$ cat src/logic/vip_defines.svh
`ifndef VIP_DEFINES_SVH
`define VIP_DEFINES_SVH
`define VIP_NUM_REQ 10
`define VIP_NUM_HW 8
`define VIP_HW_BASE 2
`define VIP_VS_W 5
`define VIP_VEC_W 4
`define VIP_OFF_W 16
`define VIP_VEC_BASE 16'h0200
`define VIP_CMP_OFF_IV0 16'h0180
`define VIP_SS_W 4
`define VIP_PTI_W 3
`define VIP_PTI_RESET 3'h7
`endif

$ cat src/logic/vip_pkg.sv
`include "vip_defines.svh"
package vip_pkg;
    typedef logic [`VIP_NUM_REQ-1:0] vip_req_t;
    typedef logic [`VIP_VEC_W-1:0] vip_vec_t;
    typedef logic [`VIP_OFF_W-1:0] vip_off_t;
    typedef enum logic [1:0] {
        VIP_MODE_COMPAT,
        VIP_MODE_VECTORED,
        VIP_MODE_EXTERNAL
    } vip_mode_t;
endpackage

$ cat src/logic/vip_enc_if.sv
`timescale 1ns/1ps
`include "vip_defines.svh"
interface vip_enc_if;
    vip_pkg::vip_req_t req;
    logic any;
    vip_pkg::vip_vec_t vec;
    modport enc (input req, output any, output vec);
    modport user (output req, input any, input vec);
endinterface

$ cat src/logic/vip_core.sv
`timescale 1ns/1ps
`include "vip_defines.svh"
module vip_core (
    // clock and reset
    input wire logic i_clk,
    input wire logic i_rstn,
    input wire logic i_ce,
    // request sources
    input wire logic [`VIP_NUM_HW-1:0] i_hw_request,
    input wire logic [1:0] i_sw_request,
    // control state
    input wire logic [`VIP_NUM_REQ-1:0] i_mask_bits,
    input wire logic i_global_int_enable,
    input wire logic i_exception_level_flag,
    input wire logic i_error_level_flag,
    input wire logic [`VIP_VS_W-1:0] i_vector_spacing,
    input wire logic i_special_vector_select,
    input wire logic i_boot_vector_select,
    input wire logic i_ext_ctrl_present_input,
    input wire logic [`VIP_PTI_W-1:0] i_timer_line_index,
    input wire logic [`VIP_NUM_REQ*`VIP_SS_W-1:0] i_shadow_map,
    // pipeline handshake: ack clears the pending request
    input wire logic i_int_ack,
    // outputs
    output logic o_int_request,
    output logic [`VIP_OFF_W-1:0] o_vector_offset,
    output logic [`VIP_VEC_W-1:0] o_vector_number,
    output logic [`VIP_SS_W-1:0] o_shadow_set,
    output logic [1:0] o_mode,
    output logic o_vectored_mode_present,
    output logic o_external_controller_present,
    output logic [`VIP_PTI_W-1:0] o_timer_line_index
);
    logic [`VIP_NUM_HW-1:0] hw_meta_reg;
    logic [`VIP_NUM_HW-1:0] hw_sync_reg;
    logic ecp_meta_reg;
    logic ecp_sync_reg;
    vip_pkg::vip_req_t pending_bits;
    vip_pkg::vip_req_t masked;
    vip_pkg::vip_mode_t mode_next;
    logic enabled;
    logic fire;
    vip_pkg::vip_off_t off_next;
    logic [`VIP_SS_W-1:0] ss_next;
    vip_enc_if enc_bus ();

    // pins are asynchronous to the core clock
    always_ff @(posedge i_clk) begin
        if (!i_rstn) begin
            hw_meta_reg <= '0;
            hw_sync_reg <= '0;
            ecp_meta_reg <= 1'b0;
            ecp_sync_reg <= 1'b0;
        end else if (i_ce) begin
            hw_meta_reg <= i_hw_request;
            hw_sync_reg <= hw_meta_reg;
            ecp_meta_reg <= i_ext_ctrl_present_input;
            ecp_sync_reg <= ecp_meta_reg;
        end
    end

    // each line lands on its own bit, never decoded as a value
    assign pending_bits = {hw_sync_reg, i_sw_request};

    genvar g;
    generate
        for (g = 0; g < `VIP_NUM_REQ; g++) begin : g_mask
            assign masked[g] = pending_bits[g] & i_mask_bits[g];
        end
    endgenerate

    assign enc_bus.req = masked;
    vip_prio_enc u_enc (
        .enc(enc_bus.enc)
    );

    always_comb begin
        if (i_boot_vector_select || !i_special_vector_select ||
            i_vector_spacing == '0) begin
            mode_next = vip_pkg::VIP_MODE_COMPAT;
        end else if (ecp_sync_reg) begin
            mode_next = vip_pkg::VIP_MODE_EXTERNAL;
        end else begin
            mode_next = vip_pkg::VIP_MODE_VECTORED;
        end
    end

    assign enabled = i_global_int_enable && !i_exception_level_flag &&
                     !i_error_level_flag;
    // external mode is not handled here, so it raises nothing
    assign fire = enc_bus.any && enabled && !o_int_request &&
                  mode_next != vip_pkg::VIP_MODE_EXTERNAL;

    always_comb begin
        if (mode_next == vip_pkg::VIP_MODE_VECTORED) begin
            // spacing counts 32-byte steps; 16 bits hold vector 9 at 31
            off_next = `VIP_VEC_BASE +
                vip_pkg::vip_off_t'(enc_bus.vec) *
                vip_pkg::vip_off_t'({i_vector_spacing, 5'h00});
            ss_next = i_shadow_map[enc_bus.vec*`VIP_SS_W +: `VIP_SS_W];
        end else begin
            // compatibility: single vector, no shadow switch
            off_next = `VIP_VEC_BASE;
            ss_next = '0;
        end
    end

    // offset and shadow set held from raise to ack
    always_ff @(posedge i_clk) begin
        if (!i_rstn) begin
            o_int_request <= 1'b0;
            o_vector_offset <= `VIP_VEC_BASE;
            o_vector_number <= '0;
            o_shadow_set <= '0;
        end else if (i_ce) begin
            if (fire) begin
                o_int_request <= 1'b1;
                o_vector_offset <= off_next;
                o_vector_number <= enc_bus.vec;
                o_shadow_set <= ss_next;
            end else if (i_int_ack) begin
                o_int_request <= 1'b0;
            end
        end
    end

    always_ff @(posedge i_clk) begin
        if (!i_rstn) begin
            o_mode <= 2'h0;
            o_vectored_mode_present <= 1'b1;
            o_external_controller_present <= 1'b0;
            o_timer_line_index <= `VIP_PTI_RESET;
        end else if (i_ce) begin
            o_mode <= mode_next;
            o_vectored_mode_present <= 1'b1;
            o_external_controller_present <= ecp_sync_reg;
            o_timer_line_index <= i_timer_line_index;
        end
    end

    property p_no_raise_disabled;
        @(posedge i_clk) disable iff (!i_rstn)
        (i_ce && !o_int_request && !(enc_bus.any && enabled))
            |=> !o_int_request;
    endproperty
    a_no_raise_disabled: assert property (p_no_raise_disabled)
        else $error("request raised while disabled or idle");

    property p_hold_offset;
        @(posedge i_clk) disable iff (!i_rstn)
        (o_int_request && !i_int_ack) |=> $stable(o_vector_offset);
    endproperty
    a_hold_offset: assert property (p_hold_offset)
        else $error("latched offset changed while request held");

    property p_offset_calc;
        @(posedge i_clk) disable iff (!i_rstn)
        (fire && i_ce && mode_next == vip_pkg::VIP_MODE_VECTORED) |=>
        o_vector_offset == `VIP_VEC_BASE +
            vip_pkg::vip_off_t'(o_vector_number) *
            vip_pkg::vip_off_t'({$past(i_vector_spacing), 5'h00});
    endproperty
    a_offset_calc: assert property (p_offset_calc)
        else $error("vector offset wrong");

    // map may move after the raise; the latched set must not
    property p_shadow_pick;
        @(posedge i_clk) disable iff (!i_rstn)
        (fire && i_ce && mode_next == vip_pkg::VIP_MODE_VECTORED) |=>
        o_shadow_set ==
            4'($past(i_shadow_map) >> (o_vector_number * `VIP_SS_W));
    endproperty
    a_shadow_pick: assert property (p_shadow_pick)
        else $error("shadow set does not follow its vector");

    property p_top_wins;
        @(posedge i_clk) disable iff (!i_rstn)
        (fire && i_ce && masked[9]) |=> o_vector_number == 4'h9;
    endproperty
    a_top_wins: assert property (p_top_wins)
        else $error("line 7 did not win");

    property p_sw_low;
        @(posedge i_clk) disable iff (!i_rstn)
        (fire && i_ce && |masked[9:2]) |=> o_vector_number >= 4'h2;
    endproperty
    a_sw_low: assert property (p_sw_low)
        else $error("software request beat hardware");

    property p_vpresent;
        @(posedge i_clk) disable iff (!i_rstn) o_vectored_mode_present;
    endproperty
    a_vpresent: assert property (p_vpresent)
        else $error("present flag low");

    property p_compat;
        @(posedge i_clk) disable iff (!i_rstn)
        (i_ce && i_vector_spacing == '0) |=> o_mode == 2'h0;
    endproperty
    a_compat: assert property (p_compat)
        else $error("zero spacing not compatibility");

    property p_quiet;
        @(posedge i_clk) disable iff (!i_rstn)
        (!o_int_request && !fire) |=> $stable(o_vector_offset);
    endproperty
    a_quiet: assert property (p_quiet)
        else $error("offset moved with no request");

    c_raise: cover property (@(posedge i_clk) disable iff (!i_rstn)
        fire ##1 o_int_request);
    c_ack: cover property (@(posedge i_clk) disable iff (!i_rstn)
        o_int_request ##1 !o_int_request);
    c_vect: cover property (@(posedge i_clk) disable iff (!i_rstn)
        o_int_request && o_mode == 2'h1);
    c_ext: cover property (@(posedge i_clk) disable iff (!i_rstn)
        o_mode == 2'h2);
endmodule

$ cat src/logic/vip_prio_enc.sv
`timescale 1ns/1ps
`include "vip_defines.svh"
module vip_prio_enc (
    vip_enc_if.enc enc
);
    // later (higher) index wins: bit 9 highest, bit 0 lowest
    always_comb begin
        enc.vec = '0;
        for (int i = 0; i < `VIP_NUM_REQ; i++) begin
            if (enc.req[i]) begin
                enc.vec = i[`VIP_VEC_W-1:0];
            end
        end
    end
    assign enc.any = |enc.req;
endmodule

$ cat config.mk
export PLATFORM = sky130hd
export DESIGN_NAME = vip_core
export DESIGN_NICKNAME = d
export VERILOG_FILES = /design/src/logic/vip_pkg.sv /design/src/logic/vip_enc_if.sv /design/src/logic/vip_core.sv /design/src/logic/vip_prio_enc.sv
export VERILOG_INCLUDE_DIRS = /design/src /design/src/logic
export SDC_FILE = /design/constraint.sdc
export NUM_CORES = 1
export LEC_CHECK = 0
export BUFFER_PORTS_ARGS = -buffer_cell sky130_fd_sc_hd__buf_4
export CORE_ASPECT_RATIO = 1.4
export CORE_UTILIZATION = 35
export CTS_CLUSTER_DIAMETER = 40
export DETAILED_ROUTE_END_ITERATION = 8
export SYNTH_ARGS = -nofsm -noshare
export SYNTH_HDL_FRONTEND = slang
export SYNTH_SLANG_ARGS = --single-unit
$ cat constraint.sdc
create_clock -name i_clk -period 4.28 [get_ports i_clk]
set_input_delay 0.642 -clock i_clk [delete_from_list [all_inputs] [get_ports i_clk]]
set_output_delay 0.642 -clock i_clk [all_outputs]
set_load 0.03 [all_outputs]
==> results.json <==
{
  "outcome": "complete, no violations",
  "postSynthAreaPerCell_sq_um": 8.79,
  "root_buffer": "clkbuf_8",
  "grt_max_degree": 44,
  "synthFlopType": "dfxtp_1",
  "fin_crit_sh": 0.947,
  "clk_pin_slew_ns": 0.09,
  "diodes": 0,
  "cts_hold_buffers": 0,
  "synth_xor_area_frac": 0.0184,
  "ir_worst_vdd_uv": 148,
  "cp-start-kind": "input pin",
  "n_fill_cell": 838,
  "dr.pass1.iters": 4,
  "drt_iter0_markers": 72,
  "grt_usage": 0.182,
  "die_h_microns": 109,
  "tightest_slew_ns": 0.602,
  "clockBufferDepth": 2,
  "dpl.hpwl_mm": 6.21,
  "yosysUniqueCellTypes": 50,
  "initial_core_util": 0.364,
  "cp_max_fo": 4,
  "finalSetupViolCount": 0,
  "slew_headroom": 0.598,
  "ys_ff_latch": 43,
  "largest_register_ffs": 10,
  "path_class": "input pin to register",
  "numCtsBuffers": 5,
  "cp_cell_sequence": "buf_4 -> a22o_1 -> a21oi_2 -> nor2_4 -> and2_1 -> fa_1 -> inv_1 -> fa_1 -> inv_1 -> ha_1 -> and2b_4 -> o211ai_2 -> or4b_1 -> o311a_1 -> or3_1 -> a21boi_1",
  "rsz0062_at_grt": "no",
  "rows": 38,
  "synth_cells": 325,
  "clock_sinks": 43,
  "required_ns": 4.53,
  "grt_first_pass_wirelength_mm": 12.0,
  "port_buffers": 102,
  "vias": 2693,
  "multi_input_area_sq_mm": 0.00189,
  "fp.dieW_microns": 78.4,
  "totalWireLength_mm": 7.59,
  "synth_top_area_cell": "dfxtp_1",
  "io_pins": 110,
  "max_freq_ghz": 0.247,
  "fin_crit_ns": 4.05,
  "arrival_ns": 4.30,
  "cellPowerDensity_mw_per_mm2": 235,
  "synth_area_sq_mm": 0.00286,
  "drv_cap": 0,
  "synth-edff-count": 0,
  "worstSetupEndpointType": "register",
  "syn_to_final_growth_pct": 38.5,
  "synthAdderAreaFrac": 0.103,
  "synthTopCellsByArea": "dfxtp_1, mux2i_1, ha_1",
  "finalClockSkew_ns": 0.00828,
  "avgViaCountPerCell": 4.95,
  "netlist.area_leader.share": 0.301,
  "core-area_sq_mm": 0.00785,
  "post-place-ws_ns": -0.149,
  "insertion_delay_ns": 0.31,
  "crit_family": "adder cells",
  "synth_compound_area_frac": 0.167,
  "synth_top_family_by_area": "simple AND/OR/NAND/NOR gates",
  "slowest_delay_ns": 0.55,
  "drt-wirelength-per-cell_microns": 14.0,
  "finalSetupTns_ns": 0,
  "path_buf_inv": 3,
  "antenna_found_initial": 0,
  "cp_slowest_cell": "fa_1",
  "synthMuxAreaShare": 0.121,
  "h-tree-depth": 2,
  "grt_pass1_vias": 2737,
  "cts_setup_buffers": 0,
  "cts_tree": "done",
  "finalPower_uw": 931,
  "synthSimpleGateAreaFrac": 0.233,
  "hold_violations": 0,
  "min_path_type": "register to register",
  "layout.nets": 541,
  "maxSlewViolCount": 0,
  "power_leakage_uw": 0.00181,
  "synth_warnings": 0,
  "layout_setup_ws_ns": 0.226,
  "holdWs_ns": 0.459,
  "seqCellArea_sq_um": 861,
  "ys_async_sr_fraction": 0,
  "remaining_drc_errors": 0,
  "gp_routability_congestion": 0.819,
  "drtAntennaViolNets": 0,
  "drive_gt1_frac": 0.340,
  "grt_overflow": 0,
  "dieArea_sq_mm": 0.00853,
  "yosysSeqAreaShare": 0.301
}
[through the flow]
step | utilization | cells | instance area, sq um
final | 0.504 | 544 | 3960
after global placement | 0.492 | 536 | 3860
after floorplan | - | 330 | 2900
after CTS | 0.503 | 544 | 3950
after global routing | 0.504 | 544 | 3960
after detailed placement | 0.492 | 536 | 3860
[cell usage in the layout, fill, tap and decap left out, drive strengths merged, types with 3 or more instances in the layout]
cell type / count
mux2i: 29
buf: 126
a31oi: 3
a21boi: 9
mux2: 3
conb: 7
o21ai: 11
dfxtp: 43
nor2b: 24
o211ai: 3
a22oi: 7
nand4: 3
fa: 6
a211oi: 9
clkbuf: 5
nor2: 9
a22o: 7
a21oi: 9
and2: 17
ha: 14
inv: 11
nand2: 38
nor3: 4
xnor2: 4
nand3: 16
[report_power, final]
group / internal, uW / leakage, uW / switching (uW)
combinational: 130 / 0.00142 / 118
sequential: 412 / 0.000350 / 7.30
clock: 114 / 0.0000402 / 151
total: 655 / 0.00181 / 276
[timing repair]
action                     4_1_cts  5_1_grt
setup endpoints to repair        0        1
hold endpoints to repair         0        0
resized for setup                0        2
[path summary, 6_finish.rpt]
check                                          end                        startpoint  cells after the start  slack [ns]
hold / removal    o_vector_offset[14]$_SDFFE_PN0P_  o_vector_offset[14]$_SDFFE_PN0P_                      2        0.46
hold reg to reg   o_vector_offset[14]$_SDFFE_PN0P_  o_vector_offset[14]$_SDFFE_PN0P_                      2        0.46
setup / recovery  o_vector_offset[14]$_SDFFE_PN0P_                    i_mask_bits[3]                     16        0.23
setup reg to reg  o_vector_offset[14]$_SDFFE_PN0P_       hw_sync_reg[3]$_SDFFE_PN0P_                     15        0.34
[worst min-delay path: cells and delay by family (launching register included)]
family / cells / cell delay, ns
AOI/OAI and AO/OA: 1 / 0.05
DFF: 1 / 0.32
and+or+nand+nor: 1 / 0.05
[synth_stat cells (2+ instances only)]
library cell	instances
a211oi_1	8
a21boi_0	8
a21oi_1	9
a22o_1	7
a22oi_1	7
a31oi_1	3
and2_1	17
buf_2	2
buf_4	8
clkbuf_1	10
conb_1	2
dfxtp_1	43
fa_1	6
ha_1	14
inv_1	11
mux2_2	3
mux2i_1	29
nand2_1	38
nand3_1	16
nand3b_1	2
nand4_1	3
nor2_1	9
nor2b_1	24
nor3_1	4
nor3b_1	2
o211ai_1	2
o21ai_0	10
o221a_2	2
xnor2_1	4
xor2_1	2
[layout make-up]
type	instances	area share
multi-input combinational	256	0.479
clock inverter	3	0.00506
timing repair buffer	126	0.239
inverter	11	0.0104
tap	100	0.0316
sequential	43	0.218
clock buffer	5	0.0174
[layer usage]
metal  global-route usage  vias to the layer above  part of all wire
met5                    0                        -                 0
met4               0.0701                        0             0.019
met3               0.0318                       14             0.031
met2                0.369                       55              0.56
met1                0.180                     1252              0.39
li1                     -                     1372                 -
[cells by family after synthesis]
| family | after synthesis |
|---|---|
| multiplexers | 33 |
| AO/OA/AOI/OAI | 66 |
| buffers and inverters | 31 |
| adder cells (fa/ha/maj) | 20 |
| other | 2 |
| XOR/XNOR | 6 |
| flip-flops | 43 |
| AND/OR/NAND/NOR | 124 |
No activity file was read; power rests on OpenSTA's default activity.
